--- src/logic/ivm_pkg.sv ---
package ivm_pkg;
    localparam int VEC_N  = 65;
    localparam int VEC_W  = 7;
    localparam int ADDR_W = 8;
    localparam int SPLIT_N = 5;

    // vector numbers that logic or checks refer to
    localparam int VEC_BROWNOUT     = 2;
    localparam int VEC_CLK_FAIL     = 3;
    localparam int VEC_RTC_OVF_CMP  = 5;
    localparam int VEC_PERIODIC     = 6;
    localparam int VEC_CUSTOM_LOGIC = 7;
    localparam int VEC_TA0_BASE     = 9;
    localparam int VEC_TA1_BASE     = 47;
    localparam int TA_HUNF_OFS      = 1;
    localparam int VEC_SER0_RECV    = 21;
    localparam int VEC_ADC_READY    = 26;
    localparam int VEC_ADC_WINDOW   = 27;
    localparam int VEC_EEPROM_RDY   = 36;

    // reset and non-maskable slots carry no flag here
    localparam logic [VEC_N-1:0] VEC_MASKABLE = {{(VEC_N-2){1'b1}}, 2'h0};

    // apb register byte offsets
    localparam logic [7:0] REG_FLAG0  = 8'h00;
    localparam logic [7:0] REG_FLAG1  = 8'h04;
    localparam logic [7:0] REG_FLAG2  = 8'h08;
    localparam logic [7:0] REG_EN0    = 8'h10;
    localparam logic [7:0] REG_EN1    = 8'h14;
    localparam logic [7:0] REG_EN2    = 8'h18;
    localparam logic [7:0] REG_CTRL   = 8'h20;
    localparam logic [7:0] REG_STATUS = 8'h24;

    localparam int CTRL_GIE_BIT    = 0;
    localparam int CTRL_SPLIT0_BIT = 1;
    localparam int CTRL_SPLIT1_BIT = 2;
    localparam int CTRL_W          = 3;
    localparam logic [CTRL_W-1:0] CTRL_RESET = 3'h0;

    localparam int STAT_VEC_LSB   = 0;
    localparam int STAT_VALID_BIT = 8;
    localparam int STAT_ADDR_LSB  = 16;
endpackage

--- src/logic/ivm_vector_ctrl.sv ---
`timescale 1ns/10ps
module ivm_vector_ctrl
    import ivm_pkg::*;
(
    input  wire logic               clk,
    input  wire logic               arst_n,
    input  wire logic [7:0]         paddr,
    input  wire logic               psel,
    input  wire logic               penable,
    input  wire logic               pwrite,
    input  wire logic [31:0]        pwdata,
    input  wire logic [3:0]         pstrb,
    output logic      [31:0]        prdata,
    output logic                    pready,
    output logic                    pslverr,
    input  wire logic [VEC_N-1:0]   periphEvent,
    input  wire logic               rtcCompareEvent,
    input  wire logic [SPLIT_N-1:0] splitEvent0,
    input  wire logic [SPLIT_N-1:0] splitEvent1,
    output logic                    irq,
    output logic      [VEC_W-1:0]   irqVector,
    output logic      [ADDR_W-1:0]  irqWordAddr
);

    logic [VEC_N-1:0]  flag_r;
    logic [VEC_N-1:0]  en_r;
    logic [CTRL_W-1:0] ctrl_r;
    logic [31:0]       prdata_r;
    logic              pready_r;
    logic              pslverr_r;
    logic              irq_r;
    logic [VEC_W-1:0]  irqVector_r;
    logic [ADDR_W-1:0] irqWordAddr_r;

    // events routed onto vector slots; the table is fixed except the timer slots, which the split-mode control bits reroute
    function automatic logic [VEC_N-1:0] mapEvents(
        input logic [VEC_N-1:0]   ev,
        input logic               rtcCmp,
        input logic [SPLIT_N-1:0] sp0,
        input logic [SPLIT_N-1:0] sp1,
        input logic               mode0,
        input logic               mode1
    );
        logic [VEC_N-1:0] m;
        m = ev & VEC_MASKABLE;
        m[VEC_RTC_OVF_CMP] = ev[VEC_RTC_OVF_CMP] | rtcCmp;
        for (int k = 0; k < SPLIT_N; k++)
        begin
            if (mode0)
                m[VEC_TA0_BASE+k] = sp0[k];
            if (mode1)
                m[VEC_TA1_BASE+k] = sp1[k];
        end
        if (!mode0)
            m[VEC_TA0_BASE+TA_HUNF_OFS] = 1'b0;
        if (!mode1)
            m[VEC_TA1_BASE+TA_HUNF_OFS] = 1'b0;
        return m;
    endfunction

    // lowest vector number wins when several requests are pending
    function automatic logic [VEC_W-1:0] pickLowest(input logic [VEC_N-1:0] r);
        logic [VEC_W-1:0] v;
        v = '0;
        for (int i = VEC_N - 1; i >= 0; i--)
        begin
            if (r[i])
                v = VEC_W'(i);
        end
        return v;
    endfunction

    function automatic logic [ADDR_W-1:0] vecToAddr(input logic [VEC_W-1:0] v);
        return {v, 1'b0};
    endfunction

    function automatic logic [31:0] byteMask(input logic [3:0] s);
        return {{8{s[3]}}, {8{s[2]}}, {8{s[1]}}, {8{s[0]}}};
    endfunction

    // bus decode
    wire        accessPhase = psel & penable;
    wire        answerNow   = accessPhase & ~pready_r;
    wire        xferDone    = accessPhase & pready_r;
    wire        selFlag0    = (paddr == REG_FLAG0);
    wire        selFlag1    = (paddr == REG_FLAG1);
    wire        selFlag2    = (paddr == REG_FLAG2);
    wire        selEn0      = (paddr == REG_EN0);
    wire        selEn1      = (paddr == REG_EN1);
    wire        selEn2      = (paddr == REG_EN2);
    wire        selCtrl     = (paddr == REG_CTRL);
    wire        selStatus   = (paddr == REG_STATUS);
    wire        mapped      = selFlag0 | selFlag1 | selFlag2 | selEn0 | selEn1 | selEn2 | selCtrl | selStatus;
    wire        wrEn        = xferDone & pwrite & mapped;
    wire [31:0] wMask       = byteMask(pstrb);
    wire [31:0] wBits       = pwdata & wMask;

    // control fields
    wire        globalEn  = ctrl_r[CTRL_GIE_BIT];
    wire        splitMode0 = ctrl_r[CTRL_SPLIT0_BIT];
    wire        splitMode1 = ctrl_r[CTRL_SPLIT1_BIT];

    // flag write-one-to-clear
    wire [31:0]      clr0   = (wrEn & selFlag0) ? wBits : 32'h0;
    wire [31:0]      clr1   = (wrEn & selFlag1) ? wBits : 32'h0;
    wire [31:0]      clr2   = (wrEn & selFlag2) ? wBits : 32'h0;
    wire [VEC_N-1:0] clrAll = {clr2[0], clr1, clr0};

    wire [VEC_N-1:0] evtMapped = mapEvents(periphEvent, rtcCompareEvent, splitEvent0, splitEvent1,
                                           splitMode0, splitMode1);

    // set wins over a clear landing in the same cycle; flags ignore enables
    wire [VEC_N-1:0] flag_nxt = ((flag_r & ~clrAll) | evtMapped) & VEC_MASKABLE;

    // enable words, byte-strobed
    wire [31:0]      enMask0 = (wrEn & selEn0) ? wMask : 32'h0;
    wire [31:0]      enMask1 = (wrEn & selEn1) ? wMask : 32'h0;
    wire [31:0]      enMask2 = (wrEn & selEn2) ? wMask : 32'h0;
    wire [VEC_N-1:0] enMaskAll = {enMask2[0], enMask1, enMask0};
    wire [VEC_N-1:0] enWrData  = {pwdata[0], pwdata, pwdata};
    wire [VEC_N-1:0] en_nxt    = ((en_r & ~enMaskAll) | (enWrData & enMaskAll)) & VEC_MASKABLE;

    wire [CTRL_W-1:0] ctrlMask = (wrEn & selCtrl) ? wMask[CTRL_W-1:0] : '0;
    wire [CTRL_W-1:0] ctrl_nxt = (ctrl_r & ~ctrlMask) | (pwdata[CTRL_W-1:0] & ctrlMask);

    // request generation
    wire [VEC_N-1:0]  reqVec  = flag_r & en_r & {VEC_N{globalEn}};
    wire              pending = |reqVec;
    wire [VEC_W-1:0]  lowest  = pickLowest(reqVec);

    wire              irq_nxt         = pending;
    wire [VEC_W-1:0]  irqVector_nxt   = pending ? lowest : '0;
    wire [ADDR_W-1:0] irqWordAddr_nxt = vecToAddr(irqVector_nxt);

    // read mux
    logic [31:0] statusWord;
    always_comb
    begin
        statusWord = 32'h0;
        statusWord[STAT_VEC_LSB +: VEC_W]   = irqVector_r;
        statusWord[STAT_VALID_BIT]          = irq_r;
        statusWord[STAT_ADDR_LSB +: ADDR_W] = irqWordAddr_r;
    end

    wire [31:0] rdWord = selFlag0  ? flag_r[31:0]  :
                         selFlag1  ? flag_r[63:32] :
                         selFlag2  ? {31'h0, flag_r[VEC_N-1]} :
                         selEn0    ? en_r[31:0] :
                         selEn1    ? en_r[63:32] :
                         selEn2    ? {31'h0, en_r[VEC_N-1]} :
                         selCtrl   ? {29'h0, ctrl_r} :
                         selStatus ? statusWord : 32'h0;

    wire [31:0] prdata_nxt  = (answerNow & ~pwrite) ? rdWord : prdata_r;
    wire        pready_nxt  = answerNow;
    wire        pslverr_nxt = answerNow & ~mapped;

    always_ff @(posedge clk or negedge arst_n)
    begin
        if (!arst_n)
        begin
            flag_r <= '0;
            en_r   <= '0;
            ctrl_r <= CTRL_RESET;
        end
        else
        begin
            flag_r <= flag_nxt;
            en_r   <= en_nxt;
            ctrl_r <= ctrl_nxt;
        end
    end

    always_ff @(posedge clk or negedge arst_n)
    begin
        if (!arst_n)
        begin
            prdata_r  <= 32'h0;
            pready_r  <= 1'b0;
            pslverr_r <= 1'b0;
        end
        else
        begin
            prdata_r  <= prdata_nxt;
            pready_r  <= pready_nxt;
            pslverr_r <= pslverr_nxt;
        end
    end

    // registered so the core sees a glitch-free vector with its request
    always_ff @(posedge clk or negedge arst_n)
    begin
        if (!arst_n)
        begin
            irq_r         <= 1'b0;
            irqVector_r   <= '0;
            irqWordAddr_r <= '0;
        end
        else
        begin
            irq_r         <= irq_nxt;
            irqVector_r   <= irqVector_nxt;
            irqWordAddr_r <= irqWordAddr_nxt;
        end
    end

    assign prdata      = prdata_r;
    assign pready      = pready_r;
    assign pslverr     = pslverr_r;
    assign irq         = irq_r;
    assign irqVector   = irqVector_r;
    assign irqWordAddr = irqWordAddr_r;

    // helper terms so that $past only ever sees a plain signal
    wire             flagEnHit = |(flag_r & en_r);
    wire [VEC_N-1:0] clashHit  = clrAll & evtMapped;
endmodule // ivm_vector_ctrl

--- config.mk ---
export PLATFORM = sky130hd
export DESIGN_NAME = ivm_vector_ctrl
export DESIGN_NICKNAME = d
export VERILOG_FILES = /design/src/logic/ivm_pkg.sv /design/src/logic/ivm_vector_ctrl.sv
export SDC_FILE = /design/constraint.sdc
export NUM_CORES = 1
export LEC_CHECK = 0
export ABC_AREA = 1
export CAP_MARGIN = 5
export CORE_AREA = 2 2 142 130
export CTS_CLUSTER_DIAMETER = 80
export DETAILED_ROUTE_END_ITERATION = 8
export DIE_AREA = 0 0 144 132
export DONT_BUFFER_PORTS = 1
export SKIP_CTS_REPAIR_TIMING = 1
export SLEW_MARGIN = 20
export SYNTH_ARGS = -nofsm -noshare
export SYNTH_HDL_FRONTEND = slang
export SYNTH_SLANG_ARGS = --single-unit
--- constraint.sdc ---
create_clock -name clk -period 8.6 [get_ports clk]
set_input_delay 0 -clock clk [delete_from_list [all_inputs] [get_ports clk]]
set_output_delay 0 -clock clk [all_outputs]
set_load 0.03 [all_outputs]
======== Yosys cells after proc, flatten, opt, wreduce, memory -nomap -nowiden ========
Index checks and enable logic that the tools add are counted.
storage, ports and cells
  register bits ........................... 171
  word-level logic and storage cells ...... 147
  input bits .............................. 125
  output and inout bits ................... 50
cells by class
  multiplexer cells ....................... 91
  equal/unequal tests ..................... 7
  reduce and logical (&&, ||, !) cells .... 2
  bitwise gates (word level) .............. 39
operator list
  cell                                                 count
  two-way mux 7 bit                                    66
  AND 65 bit                                           5
  two-way mux 32 bit                                   9
  inverter 65 bit                                      2
  bitwise OR 65 bit                                    2
  two-way mux 24 bit                                   3
  OR reduction 65 bit                                  1
  AND 32 bit                                           1
  equality test 8 x 5 -> 1 bit, second input constant  3
  equality test 8 x 6 -> 1 bit, second input constant  2
  AND 1 bit                                            14
  two-way mux 1 bit                                    12
  equality test 8 x 3 -> 1 bit, second input constant  1
  equality test 8 x 4 -> 1 bit, second input constant  1
  logical NOT 8 bit                                    1
  bitwise OR 1 bit                                     8
  AND 3 bit                                            2
  two-way mux 3 bit                                    1
  inverter 1 bit                                       3
  inverter 3 bit                                       1
  bitwise OR 3 bit                                     1

======== Logic depth before layout (Yosys ltp) ========
Gate-level depths: netlist of run 1.
  word-level depth ........................ 68
  gate-level depth with buffers ........... 62
  gate-level depth less buffers ........... 62

======== Least setup slack after synthesis of run 1 ========
OpenSTA, ideal clock, no wires.
  kind .................................... reg2reg
  start ................................... reg with a tool-made name
  end ..................................... reg irqVector_r[0], in the netlist irqVector[0]
  arrival ................................. 3.181 ns
  cell stages (with the launch flop) ...... 63
  path buffers ............................ 1
  required time ........................... 8.527 ns
  setup time .............................. 0.073 ns
  period minus slack after synthesis ...... 3.254 ns
  path slack .............................. 5.346 ns
  path through ............................ dfrtp_1 > buf_6 > nand3_2 > nand2_1 > nand2_1 > nand2_1 > nand2_1 > nand2_1 > nand2_1 > nand2_1 > nand2_1 > nand2_1 > nand2_1 > nand2_1 > nand2_1 > nand2_1 > nand2_1 > nand2_1 > [27 not listed] > nand2_1 > nand2_1 > nand2_1 > nand2_1 > nand2_1 > nand2_1 > nand2_1 > nand2_1 > nand2_1 > nand2_1 > nand2_1 > nand2_1 > nand2_1 > nand2_1 > nand2_1 > nand2_1 > nand2_1 > a21oi_2
RTL lines
  element               RTL line                text
  to (signal assigned)  ivm_vector_ctrl.sv:202  irqVector_r <= irqVector_nxt;
  to (decl)             ivm_vector_ctrl.sv:32   logic [VEC_W-1:0] irqVector_r;

==> out/metrics.yaml, run 1 <==
outcome:
  status: "finished with violations"
  violations: "negative hold slack"
logic_synthesis:
  yosysSeqAreaShare: 0.4956
  postSynthAreaPerCell_um2: 7.621
  synth-edff-count: 0
  ys_seq_elements: 171
  netlist_area_mm2: 0.008635
  synth.net_count: 1258
  synth.distinct_cells: 36
  netlist_instances: 1133
  ys_warn_count: 0
  ys.flop_type: "dfrtp_1"
  postSynth.asyncResetShare: 1.000
power_and_ir_drop:
  swShare: 0.2205
  seqPwrFrac: 0.469
  vdd_drop_max_mv: 0.1405
  power_density_mw_per_mm2: 156.4
  cell_internal_pwr_mw: 1.352
  clockPowerShare: 0.481
  power.switching_mw: 0.3823
  p_comb_frac: 0.050
  power_mw: 1.734
  leakage_nw: 5.020
floorplanning:
  die_y_um: 132
  core_mm2: 0.01744
  start_util: 0.4951
  rows: 46
  die_width_um: 144
  dieArea_mm2: 0.01901
  pin_count: 175
routing:
  first_pass_iters: 6
  routed_via_density: 5.438
  wirelength_mm: 28.04
  via_count: 8326
  wl_per_cell_um: 18.31
  drt_iter0_drc: 664
  ant_nets: 0
  drcViolationCount: 0
cts:
  h-tree-depth: 4
  cts_buffer_depth: 2
  cts_tree: "yes"
  cts_sinks: 171
  clk_pin_slew_worst_paths_ns: 0.07
  cts_buffers: 17
  root_buffer: "clkbuf_16"
  insertion_delay_ns: 0.44
global_routing:
  grt_usage: 0.2794
  grt_max_degree: 172
  grt_pass1_wl_mm: 40.26
  grt_antenna_before_repair: 1
  grt-ovfl-total: 0
  grt_pass1_vias: 7138
worst_setup_path:
  worstPathRequired_ns: 8.97
  cp_common_cell: "nand2_1"
  endpoint: "irqVector[0]"
  critPathSlowestCell: "dfrtp_2"
  critPathKind: "reg -> reg"
  critPathCaptureType: "flip-flop"
  critical-path-max-stage-delay_ns: 0.87
  ff2ff_setup_slack_ns: 3.94
  r2r-end: "irqVector[0]"
  cp_max_fo: 35
  cp.arrival_ns: 5.02
  worstRegToRegCells: 62
  startpoint_type: "flip-flop"
timing:
  timing.hold.ws_ns: -0.004840
  setup_slack_ns: 3.943
  setup_violations: 0
  finalHoldViolations: 1
  max_freq_mhz: 214.7
  fin_crit_ns: 4.657
  relSlewSlack: 0.3151
  tightest_slew_ns: 1.027
  fin_skew_ns: 0.01077
  grt_setup_unrepaired: "false"
  final-max-slew-violation-count: 0
  fin_crit_sh: 0.5415
  fin_tns_setup_ns: 0
finish:
  mostFrequentLayoutCells: "382 x nand2_1, 172 x o21ai_0, 170 x dfrtp_1"
  final_util: 0.6357
  nFillCells: 1603
  mostFrequentLayoutCell: "nand2_1"
  drive_gt1_frac: 0.04729
  area_growth_pct: 28.40
  design_area_mm2: 0.01109
  instances_no_fill: 1531
  nNetsFinal: 1402
job:
  cap_viol_max_count: 0
placed_design:
  dp.cells: 1330
  io_buffer_count: 0
  dp_hpwl_mm: 18.19
  dpl_cell_area_mm2: 0.008757
  dp_slack_ns: 3.998
  gp_congestion: 0.9154
hold_path:
  holdCritStartpoint: "psel"
  hp-class: "in -> reg"
worst min-delay path by stage:
stage                 endpoint  cells past startpoint
floorplan            async pin                      0
global placement    prdata[25]                      0
detailed placement  prdata[25]                      0
CTS                 prdata[25]                      0
global route         prdata[4]                      4
finish               prdata[4]                      4
cell families (layout without fill, tap and decap cells):
kind of cell           count (synthesis)  after routing  synth area share
DFF                                  171            171            0.4956
buffers and inverters                170            327           0.07999
and+or+nand+nor                      550            550            0.2645
other                                  1              2         0.0004343
AOI/OAI and AO/OA                    241            241            0.1595
power by group through the flow:
stage | combinational [mW] | clock [mW] | sequential, mW
after CTS | 0.0287 | 0.847 | 0.814
final | 0.0872 | 0.833 | 0.814
after global placement | 0.0287 | 0 | 0.829
after global routing | 0.0975 | 0.877 | 0.814
after detailed placement | 0.0285 | 0 | 0.829
after floorplan | 0.0241 | 0 | 0.828
worst max-delay path, delay by kind of cell, from the launching register on:
kind / cells / cell delay [ns]
simple gates: 61 / 3.57
flops: 1 / 0.87
compound gates: 1 / 0.11
layout make-up:
class / instances / area (µm²) / share of cell area
well taps: 240 / 300.3 / 0.02708
repair buffers: 176 / 1759 / 0.1587
clock inverters: 9 / 160.2 / 0.01445
flip-flops and latches: 171 / 4280 / 0.3861
diodes: 1 / 2.502 / 0.0002257
multi-input cells: 792 / 3670 / 0.3310
inverters: 119 / 446.7 / 0.04029
clock buffers: 23 / 467.9 / 0.04221
synth_stat cells, drive strengths merged, types with 4 or more instances:
master / n / area, µm²
a21oi: 11 / 58.81
a221oi: 29 / 254.0
buf: 15 / 105.1
clkbuf: 36 / 138.9
dfrtp: 171 / 4279
inv: 117 / 439.2
nand2: 382 / 1434
nand3: 74 / 462.9
nor2: 77 / 289.0
nor3: 8 / 40.04
nor4: 4 / 25.02
o211ai: 4 / 30.03
o21a: 5 / 37.54
o21ai: 175 / 875.8
o21bai: 4 / 30.03
o22ai: 4 / 25.02
per-layer routing:
metal | up-vias | routed length, µm | track usage
li1 | 3981 | - | -
met1 | 3976 | 13150 | 0.4235
met2 | 325 | 12280 | 0.3963
met3 | 44 | 2106 | 0.06829
met4 | 0 | 499 | 0.08170
met5 | - | 0 | 0
Note: power is estimated with default switching activity, not from simulation.
==> run 2: changes to the inputs <==
--- a/config.mk
+++ b/config.mk
@@ -5,13 +5,14 @@
 export SDC_FILE = /design/constraint.sdc
 export NUM_CORES = 1
 export LEC_CHECK = 0
-export ABC_AREA = 1
+export ABC_AREA = 0
 export CAP_MARGIN = 5
-export CORE_AREA = 2 2 142 130
+export CORE_AREA = 2 2 141 129
 export CTS_CLUSTER_DIAMETER = 80
 export DETAILED_ROUTE_END_ITERATION = 8
-export DIE_AREA = 0 0 144 132
+export DIE_AREA = 0 0 143 131
 export DONT_BUFFER_PORTS = 1
+export PLACE_DENSITY = 0.66
 export SKIP_CTS_REPAIR_TIMING = 1
 export SLEW_MARGIN = 20
 export SYNTH_ARGS = -nofsm -noshare
==> constraint.sdc (replaced) <==
create_clock -name clk -period 4.2 [get_ports clk]
set_input_delay 0 -clock clk [delete_from_list [all_inputs] [get_ports clk]]
set_output_delay 0 -clock clk [all_outputs]
set_load 0.03 [all_outputs]
==> run 2 against run 1 <==
Against the previous run:
- the flow still finishes with violations (negative hold slack)
- first-iteration DRC count up 6.6%
- register-to-register slack worse by 2.8 ns
- combinational power up 140%
- critical path type unchanged
- hold slack worse by 0.0050 ns
- sequential power up 130%
- power up 110%
==> out/metrics.yaml, run 2 <==
timing:
  finalHoldViolations: 1  # unchanged
  max_freq_mhz: 324.9  # +51%
  grt_setup_unrepaired: "false"
  fin_crit_ns: 3.078  # -1.579 ns
  relSlewSlack: 0.3529  # +0.03785
  final-max-slew-violation-count: 0  # unchanged
  setup_violations: 0  # unchanged
  fin_tns_setup_ns: 0  # unchanged
  tightest_slew_ns: 0.9683  # -0.05906 ns
  setup_slack_ns: 1.122  # -2.821 ns
  fin_crit_sh: 0.7329  # +0.1914
  fin_skew_ns: 0.01414  # +0.003375 ns
  timing.hold.ws_ns: -0.009858  # -0.005019 ns
cts:
  clk_pin_slew_worst_paths_ns: 0.07  # about the same
  cts_buffers: 17  # unchanged
  cts_sinks: 171  # unchanged
  cts_buffer_depth: 2  # unchanged
  h-tree-depth: 4  # unchanged
  root_buffer: "clkbuf_16"
  cts_tree: "yes"
  insertion_delay_ns: 0.44  # about the same
hold_path:
  holdCritStartpoint: "paddr[0]"
  hp-class: "in -> reg"
placed_design:
  gp_congestion: 0.9531  # +4.1%
  io_buffer_count: 0  # unchanged
  dpl_cell_area_mm2: 0.008618  # -1.6%
  dp_hpwl_mm: 18.90  # +3.9%
  dp_slack_ns: 1.635  # -2.363 ns
  dp.cells: 1022  # -23%
logic_synthesis:
  ys_seq_elements: 171  # unchanged
  synth.area.top_cells: "dfrtp_1 51%, mux2_2 8.4%, nand2_1 6.2%"
  synth.distinct_cells: 62  # +72%
  ys_warn_count: 0  # unchanged
  synth-edff-count: 0  # unchanged
  yosysSeqAreaShare: 0.5061  # +0.01049
  postSynthAreaPerCell_um2: 10.34  # +36%
  postSynth.asyncResetShare: 1.000  # unchanged
  synth_most_common_cell: "dfrtp_1"
  synth_top_area_share: 0.5061  # +0.01049
  synth_common_cells: "171 x dfrtp_1, 139 x nand2_1, 65 x a22oi_1"
  yosys.area.top_type: "dfrtp_1"
  netlist_instances: 818  # -28%
  netlist_area_mm2: 0.008456  # -2.1%
  synth.net_count: 943  # -25%
  ys.flop_type: "dfrtp_1"
worst_setup_path:
  worstPathRequired_ns: 4.52  # -4.45 ns
  cp.arrival_ns: 3.39  # -1.63 ns
  crit_chain: "and4_1 -> nand4_1 -> nor2_1 -> and2_1 -> nand2_1 -> a221o_1 -> dlygate4sd3_1"
  cp_max_fo: 8  # -77%
  critical-path-max-stage-delay_ns: 0.56  # -0.31 ns
  critPathSlowestCell: "dlygate4sd3_1"
  critPathCaptureType: "flip-flop"
  worstSetupStartpoint: "pready"
  critPathKind: "reg -> reg"
  cp_top_family: "simple AND/OR/NAND/NOR gates"
  startpoint_type: "flip-flop"
  critPathBufInv: 1  # +1
  timing.rr.start: "pready"
finish:
  design_area_mm2: 0.01088  # -1.9%
  final_util: 0.6280  # -0.007765
  mostFrequentLayoutCells: "171 x dfrtp_1, 166 x dlygate4sd3_1, 139 x nand2_1"
  area_growth_pct: 28.66
  mostFrequentLayoutCell: "dfrtp_1"
  drive_gt1_frac: 0.1142  # +0.06688
  instances_no_fill: 1221  # -20%
  n_antenna_cell: 0  # -1
  nNetsFinal: 1093  # -22%
routing:
  first_pass_iters: 6  # unchanged
  drt_iter0_drc: 708  # +6.6%
  routed_via_density: 6.314  # +16%
  wirelength_mm: 28.36  # +1.2%
  ant_nets: 0  # unchanged
  drcViolationCount: 0  # unchanged
  via_count: 7709  # -7.4%
  wl_per_cell_um: 23.23  # +27%
floorplanning:
  dieArea_mm2: 0.01873  # -1.4%
  rows: 46  # unchanged
  pin_count: 175  # unchanged
  die_y_um: 131  # -0.76%
  die_width_um: 143  # -0.69%
  core_mm2: 0.01732  # -0.66%
  start_util: 0.4881  # -0.007038
global_routing:
  grt_max_degree: 172  # unchanged
  grt_usage: 0.2785  # -0.0009706
  grt_pass1_wl_mm: 38.85  # -3.5%
  grt_antenna_before_repair: 0  # -1
  grt_pass1_vias: 6730  # -5.7%
  grt-ovfl-total: 0  # unchanged
power_and_ir_drop:
  power_density_mw_per_mm2: 335.0  # +110%
  power_mw: 3.645  # +110%
  leakage_nw: 4.110  # -18%
  vdd_drop_max_mv: 0.2867  # +100%
outcome:
  violations: "negative hold slack"
  status: "finished with violations"
job:
  cap_viol_max_count: 0  # unchanged
==> run 2: cell types whose count changed after synthesis, moves of 16 or more <==
cell	change
nand3_2	-16
inv_1	-112
a21o_1	+55
nor2_1	-30
a31oi_1	+29
nand2_1	-243
nand3_1	-44
a21oi_1	+18
a221oi_1	-21
mux2_2	+63
a22oi_1	+65
o21ai_0	-163
==> run 2: cell type report <==
cell class	instances	area (µm²)
clock buffer	18	439.2
clock inverter	14	132.6
fill	1368	6445
inverter	4	15.01
multi-input combinational	600	3971
sequential	171	4279
tap	240	300.3
timing repair buffer	174	1742
==> run 2: final timing paths <==
path,end,slack (ns),depth (start not counted)
min in group asynchronous,pready,0.28,2
min,flip-flop,-0.01,4
min reg2reg,flip-flop,0.54,1
max reg2reg,flag_r[50],1.12,7
max,flag_r[50],1.12,7
max in group asynchronous,prdata[27],3.33,2
==> run 2: cells by family (layout without fill, tap and decap cells) <==
| logic type | count (synthesis) | count (layout) | synth area share |
|---|---|---|---|
| flops | 171 | 171 | 0.5061 |
| other cells | 1 | 1 | 0.0004435 |
| buf+inv | 47 | 210 | 0.02649 |
| compound gates | 275 | 275 | 0.2418 |
| mux | 66 | 66 | 0.08790 |
| simple gates | 258 | 258 | 0.1373 |
==> run 2: power by group <==
part	leakage [nW]	switching (mW)	internal, mW	total [mW]
registers	2.00	0.170	1.70	1.87
logic	1.83	0.101	0.111	0.211
clock network	0.280	0.714	0.845	1.56
==> run 2: worst min-delay path: stages <==
cell and delay (ns):
or4b_2 0.12, nor2_1 0.06, nand2_1 0.06, mux2_2 0.15
==> run 2: per-layer routing <==
layer / routed length (µm) / track usage / up-vias
met5: 0 / 0 / -
li1: - / - / 3395
met2: 13070 / 0.4165 / 455
met1: 11750 / 0.3854 / 3800
met3: 2908 / 0.08455 / 59
met4: 631 / 0.1013 / 0
